===== config.mk =====
export PLATFORM = sky130hd
export DESIGN_NAME = sbc_core
export DESIGN_NICKNAME = d
export VERILOG_FILES = /design/src/rtl/sbc_pkg.sv /design/src/rtl/sbc_core.sv
export VERILOG_INCLUDE_DIRS = /design/src /design/src/rtl
export SDC_FILE = /design/constraint.sdc
export NUM_CORES = 1
export LEC_CHECK = 0
export BUFFER_PORTS_ARGS = -buffer_cell sky130_fd_sc_hd__buf_2
export CAP_MARGIN = 25
export CORE_AREA = 2 2 96 98
export CTS_CLUSTER_DIAMETER = 200
export DETAILED_ROUTE_END_ITERATION = 10
export DIE_AREA = 0 0 98 100
export PLACE_DENSITY = 0.9
export SLEW_MARGIN = 5
export SYNTH_ARGS = -nofsm -noshare
export SYNTH_HDL_FRONTEND = slang
export SYNTH_SLANG_ARGS = --single-unit

===== constraint.sdc =====
create_clock -name MCLK -period 4.5 [get_ports MCLK]
set_clock_uncertainty 0.2 [all_clocks]
set_input_delay 0.45 -clock MCLK [delete_from_list [all_inputs] [get_ports MCLK]]
set_output_delay 0.45 -clock MCLK [all_outputs]
set_load 0.02 [all_outputs]

===== src/rtl/sbc_params.svh =====
// Constants for the system bus core control block
// Functional notes
// - At most one master holds the bus at any moment, highest priority wins.
// - Configuration logic requests beat every user master port.
// - Equal priorities mean a fair round-robin grant among requesters.
// - Each master port has a build-time priority: low 1, medium 2, high 3.
// - A waiting master of higher level is granted before any lower one.
// - Waiting masters of one level share the grant in round-robin order.
// - The bus decodes an 18-bit byte address, a 256 Kbyte space.
// - A clock output synchronous to the bus clock is driven for fabric logic.
// - Crossing from peripheral clock domains is synchronised inside the core.
// - Before configuration the bus clock source follows the mode pins.
// - After configuration the source is a build-time choice of three clocks.
// - Before load and during configuration the source is the config clock, except in host-port mode.
// - Host-port programming uses the host port clock during configuration.
// - Fabric clock option takes the bus clock from the fabric clock input.
// - Fabric, configuration and serial coding sources each own a cause bit.
// - A raised interrupt sets its cause bit; writing 1 clears it.
// - Clearing a cause bit never touches the originating source.
// - Fabric enable sits at 0x12 and host enable at 0x13.
// - Enabled causes drive host output low and fabric output high.
// - Cause and enable share bit positions 1 to 7; bit 0 unused.
// - Only fabric master writes fabric enable; only host port writes host enable.
// - A rising edge on a source sets its cause bit.
// - The active-low bus reset clears all core logic.
`ifndef SBC_PARAMS_SVH
`define SBC_PARAMS_SVH

`define SBC_ADDR_W        18
`define SBC_DATA_W        8
`define SBC_NUM_IRQ       8
`define SBC_OFS_CAUSE     18'h00010
`define SBC_OFS_FAB_EN    18'h00012
`define SBC_OFS_HOST_EN   18'h00013
`define SBC_CAUSE_RST     8'h00
`define SBC_EN_RST        8'h00
`define SBC_IRQ_MASK      8'hFE
`define SBC_PRIO_LOW      2'h1
`define SBC_PRIO_MED      2'h2
`define SBC_PRIO_HIGH     2'h3
`define SBC_MODE_W        3
`define SBC_MODE_HOSTPORT 3'h5
`define SBC_SYNC_STAGES   2

`endif


===== src/rtl/sbc_pkg.sv =====
// Types shared by the system bus core control block
package sbc_pkg;

  typedef enum logic [1:0] {
    SBC_CLK_CONFIG,
    SBC_CLK_HOST,
    SBC_CLK_FABRIC
  } sbc_clk_src_e;

  typedef enum logic [1:0] {
    SBC_MST_NONE,
    SBC_MST_CFG,
    SBC_MST_HOST,
    SBC_MST_FAB
  } sbc_master_e;

  typedef enum {
    SBC_ST_IDLE,
    SBC_ST_ACCESS
  } sbc_state_e;

endpackage


===== src/rtl/sbc_core.sv =====
// Arbiter, register file, interrupt collection and clock select of the bus core
`timescale 1ns/1ps
`include "sbc_params.svh"

module sbc_core #(
  parameter logic [1:0]          PRIO_HOST = `SBC_PRIO_MED,
  parameter logic [1:0]          PRIO_FAB  = `SBC_PRIO_MED,
  parameter sbc_pkg::sbc_clk_src_e CLK_OPT = sbc_pkg::SBC_CLK_CONFIG
) (
  input  wire logic                     MCLK,
  input  wire logic                     RESET,
  input  wire logic                     BUS_CORE_RESET_N,
  input  wire logic                     CFG_REQ,
  input  wire logic [`SBC_ADDR_W-1:0]   CFG_ADDR,
  input  wire logic                     CFG_WE,
  input  wire logic [`SBC_DATA_W-1:0]   CFG_WDATA,
  input  wire logic                     HOST_REQ,
  input  wire logic [`SBC_ADDR_W-1:0]   HOST_ADDR,
  input  wire logic                     HOST_WE,
  input  wire logic [`SBC_DATA_W-1:0]   HOST_WDATA,
  input  wire logic                     FAB_REQ,
  input  wire logic [`SBC_ADDR_W-1:0]   FAB_ADDR,
  input  wire logic                     FAB_WE,
  input  wire logic [`SBC_DATA_W-1:0]   FAB_WDATA,
  output logic                          CFG_GNT,
  output logic                          HOST_GNT,
  output logic                          FAB_GNT,
  output logic [`SBC_DATA_W-1:0]        RD_DATA,
  output logic                          RD_VALID,
  output logic                          SLV_STB,
  output logic [`SBC_ADDR_W-1:0]        SLV_ADDR,
  output logic                          SLV_WE,
  output logic [`SBC_DATA_W-1:0]        SLV_WDATA,
  input  wire logic                     SERIAL_CODING_IRQ,
  input  wire logic                     HOST_PORT_IRQ,
  input  wire logic                     CONFIG_ERR_IRQ,
  input  wire logic                     CONFIG_DATA_IRQ,
  input  wire logic                     FABRIC_MASTER_IRQ,
  input  wire logic                     FABRIC_SLAVE_IRQ,
  input  wire logic                     FABRIC_IRQ_IN,
  output logic [`SBC_DATA_W-1:0]        CAUSE_OUT,
  output logic                          HOST_IRQ_OUT_N,
  output logic                          FABRIC_IRQ_OUT,
  input  wire logic [`SBC_MODE_W-1:0]   CFG_MODE,
  input  wire logic                     CONFIG_DONE,
  input  wire logic                     CONFIG_BUSY,
  output sbc_pkg::sbc_clk_src_e         BUS_CLK_SEL,
  output logic                          SYNC_CLK
);

  // ************************************************************
  // Reset and shared state
  // ************************************************************
  logic                         rst;
  sbc_pkg::sbc_state_e          state_reg;
  sbc_pkg::sbc_master_e         owner_next;
  logic                         last_fab_reg;
  logic [`SBC_ADDR_W-1:0]       addr_reg;
  logic                         we_reg;
  logic [`SBC_DATA_W-1:0]       wdata_reg;
  logic [`SBC_DATA_W-1:0]       cause_reg;
  logic [`SBC_DATA_W-1:0]       fab_en_reg;
  logic [`SBC_DATA_W-1:0]       host_en_reg;
  logic [`SBC_NUM_IRQ-1:0]      src_raw;
  logic [`SBC_NUM_IRQ-1:0]      src_meta_reg;
  logic [`SBC_NUM_IRQ-1:0]      src_sync_reg;
  logic [`SBC_NUM_IRQ-1:0]      src_prev_reg;
  logic [`SBC_NUM_IRQ-1:0]      src_rise;
  logic [`SBC_DATA_W-1:0]       clear_mask;
  logic                         access;
  logic                         hit_cause;
  logic                         hit_fab_en;
  logic                         hit_host_en;
  logic                         host_wins;

  assign rst = RESET | ~BUS_CORE_RESET_N;

  // ************************************************************
  // Arbitration
  // ************************************************************
  always_comb begin
    host_wins = 1'b0;
    if (HOST_REQ && FAB_REQ) begin
      if (PRIO_HOST != PRIO_FAB) begin
        host_wins = (PRIO_HOST > PRIO_FAB);
      end else begin
        host_wins = last_fab_reg;
      end
    end else begin
      host_wins = HOST_REQ;
    end
  end

  always_comb begin
    owner_next = sbc_pkg::SBC_MST_NONE;
    if (CFG_REQ) begin
      owner_next = sbc_pkg::SBC_MST_CFG;
    end else if (host_wins) begin
      owner_next = sbc_pkg::SBC_MST_HOST;
    end else if (FAB_REQ) begin
      owner_next = sbc_pkg::SBC_MST_FAB;
    end
  end

  always_ff @(posedge MCLK) begin
    if (rst) begin
      state_reg <= sbc_pkg::SBC_ST_IDLE;
    end else begin
      case (state_reg)
        sbc_pkg::SBC_ST_IDLE: begin
          if (owner_next != sbc_pkg::SBC_MST_NONE) begin
            state_reg <= sbc_pkg::SBC_ST_ACCESS;
          end
        end
        sbc_pkg::SBC_ST_ACCESS: begin
          state_reg <= sbc_pkg::SBC_ST_IDLE;
        end
        default: begin
          state_reg <= sbc_pkg::SBC_ST_IDLE;
        end
      endcase
    end
  end

  // Grants are one-cycle pulses taken straight from flops
  always_ff @(posedge MCLK) begin
    if (rst || state_reg != sbc_pkg::SBC_ST_IDLE) begin
      CFG_GNT  <= 1'h0;
      HOST_GNT <= 1'h0;
      FAB_GNT  <= 1'h0;
    end else begin
      CFG_GNT  <= (owner_next == sbc_pkg::SBC_MST_CFG);
      HOST_GNT <= (owner_next == sbc_pkg::SBC_MST_HOST);
      FAB_GNT  <= (owner_next == sbc_pkg::SBC_MST_FAB);
    end
  end

  // Round-robin pointer remembers which user port was served last
  always_ff @(posedge MCLK) begin
    if (rst) begin
      last_fab_reg <= 1'b1;
    end else if (state_reg == sbc_pkg::SBC_ST_IDLE) begin
      if (owner_next == sbc_pkg::SBC_MST_HOST) begin
        last_fab_reg <= 1'b0;
      end else if (owner_next == sbc_pkg::SBC_MST_FAB) begin
        last_fab_reg <= 1'b1;
      end
    end
  end

  // Fields of the winning request are held for the access cycle
  always_ff @(posedge MCLK) begin
    if (rst) begin
      addr_reg  <= '0;
      we_reg    <= 1'b0;
      wdata_reg <= '0;
    end else if (state_reg == sbc_pkg::SBC_ST_IDLE) begin
      case (owner_next)
        sbc_pkg::SBC_MST_CFG: begin
          addr_reg  <= CFG_ADDR;
          we_reg    <= CFG_WE;
          wdata_reg <= CFG_WDATA;
        end
        sbc_pkg::SBC_MST_HOST: begin
          addr_reg  <= HOST_ADDR;
          we_reg    <= HOST_WE;
          wdata_reg <= HOST_WDATA;
        end
        sbc_pkg::SBC_MST_FAB: begin
          addr_reg  <= FAB_ADDR;
          we_reg    <= FAB_WE;
          wdata_reg <= FAB_WDATA;
        end
        default: begin
          we_reg <= 1'b0;
        end
      endcase
    end
  end

  // ************************************************************
  // Address decode and register file
  // ************************************************************
  assign access      = (state_reg == sbc_pkg::SBC_ST_ACCESS);
  assign hit_cause   = (addr_reg == `SBC_OFS_CAUSE);
  assign hit_fab_en  = (addr_reg == `SBC_OFS_FAB_EN);
  assign hit_host_en = (addr_reg == `SBC_OFS_HOST_EN);

  always_ff @(posedge MCLK) begin
    if (rst) begin
      fab_en_reg <= `SBC_EN_RST;
    end else if (access && we_reg && hit_fab_en && FAB_GNT) begin
      fab_en_reg <= wdata_reg & `SBC_IRQ_MASK;
    end
  end

  always_ff @(posedge MCLK) begin
    if (rst) begin
      host_en_reg <= `SBC_EN_RST;
    end else if (access && we_reg && hit_host_en && HOST_GNT) begin
      host_en_reg <= wdata_reg & `SBC_IRQ_MASK;
    end
  end

  always_ff @(posedge MCLK) begin
    if (rst) begin
      RD_DATA  <= '0;
      RD_VALID <= 1'b0;
    end else begin
      RD_VALID <= access && !we_reg;
      if (access && !we_reg) begin
        if (hit_cause) begin
          RD_DATA <= cause_reg;
        end else if (hit_fab_en) begin
          RD_DATA <= fab_en_reg;
        end else if (hit_host_en) begin
          RD_DATA <= host_en_reg;
        end else begin
          RD_DATA <= '0;
        end
      end
    end
  end

  // Accesses outside the core registers go out to the slave side
  always_ff @(posedge MCLK) begin
    if (rst) begin
      SLV_STB   <= 1'b0;
      SLV_ADDR  <= '0;
      SLV_WE    <= 1'b0;
      SLV_WDATA <= '0;
    end else begin
      SLV_STB <= access && !(hit_cause || hit_fab_en || hit_host_en);
      if (access) begin
        SLV_ADDR  <= addr_reg;
        SLV_WE    <= we_reg;
        SLV_WDATA <= wdata_reg;
      end
    end
  end

  // ************************************************************
  // Interrupt sources: synchroniser and edge detect per bit
  // ************************************************************
  assign src_raw = {FABRIC_IRQ_IN, FABRIC_SLAVE_IRQ, FABRIC_MASTER_IRQ, CONFIG_DATA_IRQ,
                    CONFIG_ERR_IRQ, HOST_PORT_IRQ, SERIAL_CODING_IRQ, 1'b0};

  genvar gi;
  generate
    for (gi = 0; gi < `SBC_NUM_IRQ; gi = gi + 1) begin : g_src
      always_ff @(posedge MCLK) begin
        if (rst) begin
          src_meta_reg[gi] <= 1'b0;
          src_sync_reg[gi] <= 1'b0;
          src_prev_reg[gi] <= 1'b0;
        end else begin
          src_meta_reg[gi] <= src_raw[gi];
          src_sync_reg[gi] <= src_meta_reg[gi];
          src_prev_reg[gi] <= src_sync_reg[gi];
        end
      end
      assign src_rise[gi] = src_sync_reg[gi] & ~src_prev_reg[gi];
    end
  endgenerate

  // ************************************************************
  // Cause register, write one to clear, set wins
  // ************************************************************
  assign clear_mask = (access && we_reg && hit_cause) ? wdata_reg : '0;

  always_ff @(posedge MCLK) begin
    if (rst) begin
      cause_reg <= `SBC_CAUSE_RST;
    end else begin
      cause_reg <= ((cause_reg & ~clear_mask) | src_rise) & `SBC_IRQ_MASK;
    end
  end

  always_ff @(posedge MCLK) begin
    if (rst) begin
      CAUSE_OUT      <= `SBC_CAUSE_RST;
      HOST_IRQ_OUT_N <= 1'b1;
      FABRIC_IRQ_OUT <= 1'b0;
    end else begin
      CAUSE_OUT      <= cause_reg;
      HOST_IRQ_OUT_N <= ~|(cause_reg & host_en_reg);
      FABRIC_IRQ_OUT <= |(cause_reg & fab_en_reg);
    end
  end

  // ************************************************************
  // Bus clock source select and synchronous clock output
  // ************************************************************
  always_ff @(posedge MCLK) begin
    if (rst) begin
      BUS_CLK_SEL <= sbc_pkg::SBC_CLK_CONFIG;
    end else if (!CONFIG_DONE || CONFIG_BUSY) begin
      if (CFG_MODE == `SBC_MODE_HOSTPORT) begin
        BUS_CLK_SEL <= sbc_pkg::SBC_CLK_HOST;
      end else begin
        BUS_CLK_SEL <= sbc_pkg::SBC_CLK_CONFIG;
      end
    end else begin
      BUS_CLK_SEL <= CLK_OPT;
    end
  end

  always_ff @(posedge MCLK) begin
    if (rst) begin
      SYNC_CLK <= 1'b0;
    end else begin
      SYNC_CLK <= ~SYNC_CLK;
    end
  end

  // ************************************************************
  // Checks
  // ************************************************************
  a_one_grant: assert property (@(posedge MCLK) disable iff (rst)
    $onehot0({CFG_GNT, HOST_GNT, FAB_GNT}))
    else $error("more than one grant");

  a_cfg_first: assert property (@(posedge MCLK) disable iff (rst)
    (state_reg == sbc_pkg::SBC_ST_IDLE && CFG_REQ) |=> CFG_GNT)
    else $error("config request not granted first");

  a_rr_equal: assert property (@(posedge MCLK) disable iff (rst)
    (PRIO_HOST == PRIO_FAB && state_reg == sbc_pkg::SBC_ST_IDLE && !CFG_REQ && HOST_REQ && FAB_REQ)
    |=> (HOST_GNT == $past(last_fab_reg)))
    else $error("round robin order broken");

  a_high_prio: assert property (@(posedge MCLK) disable iff (rst)
    (PRIO_HOST != PRIO_FAB && state_reg == sbc_pkg::SBC_ST_IDLE && !CFG_REQ && HOST_REQ && FAB_REQ)
    |=> (HOST_GNT == (PRIO_HOST > PRIO_FAB)) && (FAB_GNT == (PRIO_FAB > PRIO_HOST)))
    else $error("higher level master not granted");

  a_cause_set: assert property (@(posedge MCLK) disable iff (rst)
    $rose(src_sync_reg[7]) |=> cause_reg[7])
    else $error("rising source did not set cause");

  a_cause_clear: assert property (@(posedge MCLK) disable iff (rst)
    (access && we_reg && hit_cause && wdata_reg[6] && !src_rise[6]) |=> !cause_reg[6])
    else $error("write one did not clear cause");

  a_host_irq: assert property (@(posedge MCLK) disable iff (rst)
    (|(cause_reg & host_en_reg)) |=> !HOST_IRQ_OUT_N)
    else $error("host interrupt not asserted low");

  a_fab_irq_idle: assert property (@(posedge MCLK) disable iff (rst)
    !(|(cause_reg & fab_en_reg)) |=> !FABRIC_IRQ_OUT)
    else $error("fabric interrupt stuck high");

  a_en_owner: assert property (@(posedge MCLK) disable iff (rst)
    (access && we_reg && hit_host_en && !HOST_GNT) |=> $stable(host_en_reg))
    else $error("host enable written by other port");

  a_clk_cfg: assert property (@(posedge MCLK) disable iff (rst)
    (CONFIG_BUSY && CFG_MODE != `SBC_MODE_HOSTPORT) |=> BUS_CLK_SEL == sbc_pkg::SBC_CLK_CONFIG)
    else $error("bus clock not config clock during configuration");

endmodule


==> flow_metrics.env, run 1 <==
export IMPL_status="finished clean"
export IMPL_ctsHoldBuffers=9
export IMPL_finalCritPeriodShare=0.5041
export IMPL_synthFlopType="dfxtp_1"
export IMPL_final_common_cell="buf_2"
export IMPL_muxShareOfSynthArea=0.08579
export IMPL_synth_fa_ha_area_frac=0
export IMPL_synth_top_area_share=0.5190
export IMPL_cp_arrival_ns=2.45
export IMPL_netlist_top_cells_area="dfxtp_1 (52%), mux2i_1 (8.6%), a222oi_1 (6.2%), o21ai_0 (4.4%), a21oi_1 (3.9%)"
export IMPL_synth_xor_area_frac=0
export IMPL_ys_warn_count=0
export IMPL_grt_overflow_total=0
export IMPL_cpPeakStageDelay_ns=0.89
export IMPL_core_rowCount=35
export IMPL_netlist_instances=472
export IMPL_tightest_slew_ns=1.007
export IMPL_power_density_nw_per_um2=463.7
export IMPL_diodes=0
export IMPL_grt_max_degree=54
export IMPL_crit_chain="and2_1, nand4_1, o21ai_0, a21oi_1"
export IMPL_layout_nets=713
export IMPL_dpl_worst_slack_ns=1.971
export IMPL_final_max_slew_viol_count=0
export IMPL_path_delay_family="flip-flops"
export IMPL_synthSimpleGateAreaFrac=0.1558
export IMPL_initial_core_util=0.5250
export IMPL_numPortBuffers=148
export IMPL_synth_top_family_by_area="compound AO/OA/AOI/OAI gates"
export IMPL_wl_per_cell_um=17.14
export IMPL_synth_avg_cell_area_sq_um=9.888
export IMPL_num_vias=4278
export IMPL_synth_compound_area_share=0.1847
export IMPL_yosysTopAreaCell="dfxtp_1"
export IMPL_setup_viol=0
export IMPL_ys_async_sr_fraction=0
export IMPL_cts_root_buf="clkbuf_8"
export IMPL_setup_ws_ns=2.232
export IMPL_critPathLaunchType="flip-flop"
export IMPL_dpl_hpwl_um=8134
export IMPL_drt_wl_total_um=12650
export IMPL_netlist_cell_type_count=39
export IMPL_drive_above_1_share=0.3110
export IMPL_critPathKind="reg2reg"
export IMPL_cp_buffers_inverters=0
export IMPL_stdcell_area_sq_um=6186
export IMPL_io_pins=152
export IMPL_r2r_cells=4
export IMPL_worstHoldPathType="in2reg"
export IMPL_cts_tree="yes"
export IMPL_synth_edf_count=0
export IMPL_die_area_sq_um=9800
export IMPL_critPathMaxFanout=19
export IMPL_htreeDepth=4
export IMPL_drtPass1Iterations=9
export IMPL_ant_nets=0
export IMPL_numCtsBuffers=17
export IMPL_die_h_um=100
export IMPL_cts_max_path_buffers=2
export IMPL_insertion_delay_ns=0.51
export IMPL_dp_cells=696
export IMPL_required_ns=4.68
export IMPL_fin_cells=738
export IMPL_via_per_inst=5.797
export IMPL_synth_seq_cells=121
export IMPL_place_congestion=0.8949
export IMPL_clock_fmax_mhz=440.9
export IMPL_synth_area_sq_um=4667
export IMPL_maxCapViolCount=0
export IMPL_relSlewSlack=0.3287
export IMPL_placed_area_sq_um=5405
export IMPL_antenna_found_initial=0
export IMPL_rsz0062_at_grt="false"
export IMPL_p_leak_uw=0.002670
export IMPL_synth_seq_area_share=0.5190
export IMPL_track_usage=0.2648
export IMPL_tns_ns=0
export IMPL_crit_cells=4
export IMPL_period_needed_ns=2.268
export IMPL_syn_to_final_growth_pct=32.55
export IMPL_die_w_um=98
export IMPL_cpMaxStageDelayCell="dfxtp_1"
export IMPL_ctsResizeCount=0
export IMPL_numClockSinks=121
export IMPL_worstSetupEndpointType="flip-flop"
export IMPL_drc_errors=0
export IMPL_core_area_sq_um=8890
export IMPL_grt_pass1_vias=4270
export IMPL_cts_setup_buffers=0
export IMPL_clk_pin_slew_ns=0.06
export IMPL_ir_worst_vdd_mv=0.2506
export IMPL_layout_common_cells="buf_2 (148), dfxtp_1 (120), o21ai_0 (41)"
export IMPL_grt_pass1_wl_um=20660
export IMPL_drt_iter0_markers=405
export IMPL_hold_viol=0
export IMPL_min_path_cells=3
[worst paths after layout]
| check | slack (ns) | from | end |
|---|---|---|---|
| hold reg to reg | 0.20 | src_prev_reg[5] | cause_reg[5] |
| setup reg to reg | 2.23 | addr_reg[1] | host_en_reg[1] |
| setup / recovery | 2.23 | addr_reg[1] | host_en_reg[1] |
| hold / removal | 0.04 | FAB_WDATA[0] | wdata_reg[0] |
[worst min-delay path: cells and delay by family]
family	cells	cell delay (ns)
AO/OA/AOI/OAI	2	0.19
buffers and inverters	1	0.08
[kinds of logic after synthesis]
logic type	count (synthesis)
other	1
AND/OR/NAND/NOR	122
flip-flops	121
AO/OA/AOI/OAI	131
buffers and inverters	57
multiplexers	40
[area by class of cell]
class,instances,area (sq um)
clock buffers,19,431.7
clock inverters,13,247.7
fillers,627,2704
inverters,17,63.81
multi-input cells,296,2016
flip-flops and latches,121,2424
well taps,111,138.9
repair buffers,161,864.6
[cell usage after synthesis, types with 9 or more instances]
cell      count
o21ai_0      41
inv_1        17
buf_2        15
nand2_1      37
clkbuf_1     19
a21oi_1      36
nor2_1       30
dfxtp_1     121
and2_1       18
nand3_1       9
mux2i_1      40
a222oi_1     29
[power by group]
group          total (uW)  switching (uW)  internal, uW
Combinational         193             107          86.3
Clock                1550             475          1080
Sequential           1120            27.3          1100
Total                2870             609          2260
[metrics by stage]
stage	utilization	total power (uW)	hold WS (ns)
final	0.6958	2869	0.04198
after global routing	0.6958	2951	0.04777
after CTS	0.6946	2874	0.03263
after global placement	0.6080	1319	0.1912
after detailed placement	0.6080	1325	0.1949
after floorplan	-	1254	0.1881
[layer usage]
layer,global-route usage,up-vias,wire length (um)
met5,0,-,0
met2,0.4615,235,6441
met3,0.07312,40,1018
li1,-,2000,-
met4,0.1207,0,374
met1,0.3039,2003,4816
(Power assumes the default switching activity.)
==> inputs of run 2 (changes only) <==
Settings changed: ABC_AREA set to 1, CORE_AREA 2 2 96 98 to 2 2 108 110, DIE_AREA 0 0 98 100 to 0 0 110 112, PLACE_DENSITY 0.9 to 0.8.
Clock period 4.5 ns to 1.87 ns, I/O delays scaled along.
==> run 2 against run 1 <==
- area after synthesis increased by 7.4%
- clock-buffer cell count unchanged
- via count increased by 34%
- final area increased by 21%
- largest cell class unchanged
- hold slack got worse by 0.011 ns
- wire length increased by 38%
- global-route usage increased by 3.3 points
- combinational power increased to 3.9 times the previous value
- flip-flop and latch count unchanged
- synthesized cell count increased by 44%
- die area increased by 26%
==> flow_metrics.env, run 2 <==
export IMPL_via_per_inst=5.296
export IMPL_netlist_cell_type_count=33
export IMPL_setup_ws_ns=0.04352
export IMPL_ys_async_sr_fraction=0
export IMPL_cp_arrival_ns=1.89
export IMPL_setup_viol=0
export IMPL_antenna_found_initial=0
export IMPL_dpl_hpwl_um=9921
export IMPL_hold_ws_ns=0.03143
export IMPL_p_clk_frac=0.507
export IMPL_p_int_uw=5285
export IMPL_cts_max_path_buffers=2
export IMPL_num_vias=5725
export IMPL_io_pins=152
export IMPL_track_usage=0.2975
export IMPL_die_area_sq_um=12320
export IMPL_period_needed_ns=1.826
export IMPL_crit_cells=7
export IMPL_drc_errors=0
export IMPL_worstHoldPathType="in2reg"
export IMPL_ir_worst_vdd_mv=0.6462
export IMPL_clk_pin_slew_ns=0.06
export IMPL_grt_overflow_total=0
export IMPL_ys_warn_count=0
export IMPL_ant_nets=0
export IMPL_synthFlopType="dfxtp_1"
export IMPL_rsz0062_at_grt="false"
export IMPL_fillers=836
export IMPL_tightest_slew_ns=0.5208
export IMPL_cts_tree="yes"
export IMPL_synth_seq_area_share=0.4832
export IMPL_drtPass1Iterations=7
export IMPL_synth_avg_cell_area_sq_um=7.373
export IMPL_finalCritPeriodShare=0.9767
export IMPL_die_w_um=110
export IMPL_grt_pass1_vias=5863
export IMPL_netSwitchingPower_uw=1679
export IMPL_die_h_um=112
export IMPL_critPathMaxFanout=5
export IMPL_synth_top_area_share=0.4832
export IMPL_netlist_instances=680
export IMPL_maxCapViolCount=0
export IMPL_tns_ns=0
export IMPL_cpPeakStageDelay_ns=0.55
export IMPL_power_density_nw_per_um2=930.1
export IMPL_yosysTopAreaCell="dfxtp_1"
export IMPL_diodes=0
export IMPL_drt_iter0_markers=460
export IMPL_status="finished clean"
export IMPL_relSlewSlack=0.6524
export IMPL_grt_max_degree=29
export IMPL_cpMaxStageDelayCell="dlygate4sd3_1"
export IMPL_p_comb_frac=0.107
export IMPL_min_path_cells=5
export IMPL_final_common_cell="nand2_1"
export IMPL_syn_to_final_growth_pct=49.34
export IMPL_path_delay_family="buffers and inverters"
export IMPL_drive_above_1_share=0.2484
export IMPL_seq_power_share=0.386
export IMPL_insertion_delay_ns=0.41
export IMPL_wl_per_cell_um=16.16
export IMPL_core_area_sq_um=11170
export IMPL_cp_buffers_inverters=3
export IMPL_worstSetupEndpointType="flip-flop"
export IMPL_p_sw_frac=0.2411
export IMPL_critPathKind="in2reg"
export IMPL_drt_wl_total_um=17470
export IMPL_cts_root_buf="clkbuf_16"
export IMPL_hold_viol=0
export IMPL_core_rowCount=39
export IMPL_dpl_worst_slack_ns=0.1413
export IMPL_netlist_top_cells_area="dfxtp_1 (48%), nand2_1 (15%), nor2_1 (5.2%), inv_1 (5.1%), a21oi_1 (4.5%)"
export IMPL_p_leak_uw=0.003470
export IMPL_numPortBuffers=148
export IMPL_place_congestion=0.8696
export IMPL_synth_most_common_cell="nand2_1"
export IMPL_numCtsBuffers=17
export IMPL_synth_common_cells="nand2_1 (196), dfxtp_1 (121), nor2_1 (70)"
export IMPL_synth_seq_cells=121
export IMPL_r2r_cells=7
export IMPL_synth_edf_count=0
export IMPL_htreeDepth=4
export IMPL_required_ns=1.93
export IMPL_final_max_slew_viol_count=0
export IMPL_grt_pass1_wl_um=28060
export IMPL_crit_chain="dlygate4sd3_1, buf_2, nor3_1, nor2_2, buf_4, o21ai_0, a31oi_1"
export IMPL_initial_core_util=0.4487
export IMPL_layout_nets=1024
export IMPL_layout_common_cells="nand2_1 (196), buf_2 (148), dfxtp_1 (121)"
export IMPL_critPathLaunchType="input pin"
export IMPL_clock_fmax_mhz=547.5
export IMPL_synth_area_sq_um=5014
export IMPL_numClockSinks=121
run 2: power groups by stage:
stage | Combinational (uW) | Sequential (uW) | Clock [uW]
final | 747 | 2690 | 3530
after global routing | 802 | 2690 | 3700
after CTS | 687 | 2680 | 3550
after detailed placement | 537 | 2740 | 0
after global placement | 531 | 2740 | 0
after floorplan | 326 | 2730 | 0
run 2: worst reg2reg max path: cells and delay by family (launching register included):
| kind | cells | cell delay [ns] |
|---|---|---|
| compound gates | 1 | 0.10 |
| flops | 1 | 0.35 |
| simple gates | 6 | 1.02 |
run 2: cell type report:
class / count / area (sq um) / share of cell area
multi-input cells: 456 / 2151 / 0.2873
repair buffers: 257 / 1817 / 0.2426
clock inverters: 13 / 192.7 / 0.02574
inverters: 72 / 272.8 / 0.03643
clock buffers: 19 / 452.9 / 0.06049
flip-flops and latches: 121 / 2422 / 0.3235
well taps: 143 / 178.9 / 0.02390
run 2: logic make-up (layout without fill, tap and decap cells):
| family | after synthesis | in the layout | synth area share |
|---|---|---|---|
| other | 1 | 3 | 0.0007480 |
| and+or+nand+nor | 321 | 322 | 0.2775 |
| buffers and inverters | 106 | 361 | 0.09283 |
| AOI/OAI and AO/OA | 131 | 131 | 0.1457 |
| DFF | 121 | 121 | 0.4832 |
run 2: routing by layer:
metal / global-route usage / vias to the layer above / share of wire
li1: - / 2658 / -
met1: 0.3325 / 2586 / 0.37
met4: 0.2042 / 0 / 0.066
met3: 0.08080 / 120 / 0.085
met2: 0.4843 / 361 / 0.48
met5: 0 / - / 0
run 2: final timing paths:
path	from	slack, ns	to
hold / removal	HOST_WE	0.03	we_reg
setup / recovery	FAB_REQ	0.04	addr_reg[17]
hold reg to reg	src_meta_reg[1]	0.21	src_sync_reg[1]
setup reg to reg	addr_reg[2]	0.16	RD_DATA[3]
run 2: stage by stage:
step	power [uW]	area [sq um]	util	instances
floorplan	3060	5021	-	682
global placement	3268	5896	0.5276	955
detailed placement	3275	5896	0.5276	955
CTS	6922	7462	0.6678	1079
global route	7189	7487	0.6700	1081
finish	6964	7487	0.6700	1081
run 2: what timing repair did:
item                       4_1_cts  5_1_grt
setup endpoints to repair        0       33
buffers inserted                 0        1
gates resized for setup          0        5
hold endpoints to repair        43        0
hold buffers                    92        0
==> inputs of run 3 (changes only) <==
Settings changed: CTS_BUF_LIST set to sky130_fd_sc_hd__clkbuf_16, GPL_TIMING_DRIVEN set to 0.
==> run 3 against run 2 <==
- the flow now finishes with violations (setup timing)
- clock power down 4%
- via count up 1.9%
- hold slack better by 0.030 ns
- register-to-register slack worse by 0.12 ns
- final cell count up 1.9%
- power down 1.4%
- fmax down 2.5%
- first-iteration DRC count up 16%
- non-clock buffer count up 22
- critical path type unchanged
==> flow_metrics.env, run 3 (synthesis results as in run 2) <==
export IMPL_status="complete, but fails checks"
export IMPL_violations="setup timing"
export IMPL_cpPeakStageDelay_ns=0.54
export IMPL_drt_iter0_markers=534
export IMPL_required_ns=1.99
export IMPL_grt_overflow_total=0
export IMPL_p_leak_uw=0.003503
export IMPL_ant_nets=0
export IMPL_numClockSinks=121
export IMPL_num_vias=5834
export IMPL_crit_path_frequent_cell="nand2_1"
export IMPL_clk_pin_slew_ns=0.06
export IMPL_numPortBuffers=148
export IMPL_antenna_found_initial=0
export IMPL_critPathKind="in2reg"
export IMPL_crit_chain="dlygate4sd3_1, buf_2, nand2_1, inv_2, nor2_4, clkbuf_4, nand2_1, a31oi_1"
export IMPL_io_pins=152
export IMPL_p_int_uw=5108
export IMPL_initial_core_util=0.4487
export IMPL_place_congestion=0.9163
export IMPL_maxCapViolCount=0
export IMPL_r2r_slack_ns=0.04
export IMPL_die_area_sq_um=12320
export IMPL_drt_wl_total_um=18370
export IMPL_die_w_um=110
export IMPL_clock_fmax_mhz=533.7
export IMPL_cts_max_path_buffers=2
export IMPL_tns_ns=-0.003849
export IMPL_die_h_um=112
export IMPL_critPathMaxFanout=10
export IMPL_hold_viol=0
export IMPL_grt_pass1_wl_um=28420
export IMPL_core_area_sq_um=11170
export IMPL_grt_max_degree=17
export IMPL_power_density_nw_per_um2=907.4
export IMPL_syn_to_final_growth_pct=50.89
export IMPL_setup_ws_ns=-0.003849
export IMPL_period_needed_ns=1.874
export IMPL_core_rowCount=39
export IMPL_worstHoldPathType="in2reg"
export IMPL_dp_cells=973
export IMPL_ir_worst_vdd_mv=0.5047
export IMPL_crit_cells=8
export IMPL_drc_errors=0
export IMPL_p_clk_frac=0.493
export IMPL_cp_endpoint="wdata_reg[0]"
export IMPL_hold_ws_ns=0.06163
export IMPL_diodes=0
export IMPL_relSlewSlack=0.6126
export IMPL_p_sw_frac=0.2559
export IMPL_final_common_cell="nand2_1"
export IMPL_insertion_delay_ns=0.41
export IMPL_numCtsBuffers=17
export IMPL_finalCritPeriodShare=1.002
export IMPL_track_usage=0.2987
export IMPL_r2r_start="addr_reg[6]"
export IMPL_wl_per_cell_um=16.67
export IMPL_path_delay_family="buffers and inverters"
export IMPL_drive_above_1_share=0.2523
export IMPL_cts_root_buf="clkbuf_16"
export IMPL_stdcell_area_sq_um=7565
export IMPL_placed_area_sq_um=5941
export IMPL_setup_viol=1
export IMPL_cts_tree="yes"
export IMPL_layout_nets=1045
export IMPL_crit_start="FAB_REQ"
export IMPL_layout_common_cells="nand2_1 (195), buf_2 (154), dfxtp_1 (121)"
export IMPL_netSwitchingPower_uw=1757
export IMPL_tightest_slew_ns=0.5811
export IMPL_cp_buffers_inverters=4
export IMPL_p_comb_frac=0.116
export IMPL_dpl_hpwl_um=10580
export IMPL_fin_cells=1102
export IMPL_critPathLaunchType="input pin"
export IMPL_cp_arrival_ns=1.99
export IMPL_via_per_inst=5.294
export IMPL_grt_pass1_vias=5857
export IMPL_final_max_slew_viol_count=0
export IMPL_drtPass1Iterations=5
export IMPL_seq_power_share=0.392
export IMPL_finalPower_uw=6864
export IMPL_htreeDepth=4
export IMPL_reg2reg_to="SLV_STB"
export IMPL_worstSetupEndpointType="flip-flop"
export IMPL_fillers=812
export IMPL_r2r_cells=5
export IMPL_cpMaxStageDelayCell="dlygate4sd3_1"
run 3: power by group through the flow:
stage | clock network [uW] | logic, uW | registers, uW
6_report | 3380 | 793 | 2690
3_3_place_gp | 0 | 544 | 2740
2_1_floorplan | 0 | 326 | 2730
3_5_place_dp | 0 | 551 | 2740
4_1_cts | 3390 | 703 | 2680
5_1_grt | 3510 | 847 | 2690
run 3: how the worst min path moves through the flow:
stage	startpoint	end	slack [ns]	cells after the start
after floorplan	CFG_MODE[1]	BUS_CLK_SEL[0]	0.07	1
after global placement	CFG_MODE[1]	BUS_CLK_SEL[0]	0.18	2
after detailed placement	CFG_MODE[1]	BUS_CLK_SEL[0]	0.18	2
after CTS	HOST_WE	we_reg	0.008	5
after global routing	RESET	SLV_STB	0.07	4
final	HOST_REQ	HOST_GNT	0.06	3
run 3: metrics by stage:
stage / utilization / setup WS, ns
CTS: 0.6697 / 0.03359
global placement: 0.5316 / 0.03144
finish: 0.6770 / -0.003849
detailed placement: 0.5316 / 0.03397
floorplan: - / 0.3620
global route: 0.6770 / -0.06105
run 3: layout make-up:
| cell class | count | area, sq um | area share |
|---|---|---|---|
| clock buffer | 17 | 425.4 | 0.05624 |
| timing repair buffer | 245 | 1702 | 0.2249 |
| tap | 143 | 178.9 | 0.02365 |
| inverter | 72 | 272.8 | 0.03606 |
| buffer | 34 | 210.2 | 0.02779 |
| sequential | 121 | 2422 | 0.3202 |
| clock inverter | 15 | 186.4 | 0.02464 |
| multi-input combinational | 455 | 2167 | 0.2865 |
run 3: repair_timing:
action / in CTS / in global routing
endpoints found under the hold margin: 37 / 0
endpoints found under the setup margin: 0 / 48
gates resized for setup: 0 / 20
buffers inserted: 0 / 4
hold buffers: 93 / 0
run 3: routing by layer:
layer / GRT usage / wire (um) / vias to the layer above
met3: 0.06733 / 1789 / 110
met2: 0.4892 / 8815 / 419
li1: - / - / 2696
met5: 0 / 0 / -
met1: 0.3535 / 6779 / 2609
met4: 0.1738 / 989 / 0
run 3: worst register-to-register path, stage by stage (launching register included):
cell	delay (ns)
dfxtp_1	0.35
nor2_1	0.26
nand3_1	0.19
nor2_4	0.25
nand2_1	0.23
nor3b_1	0.22
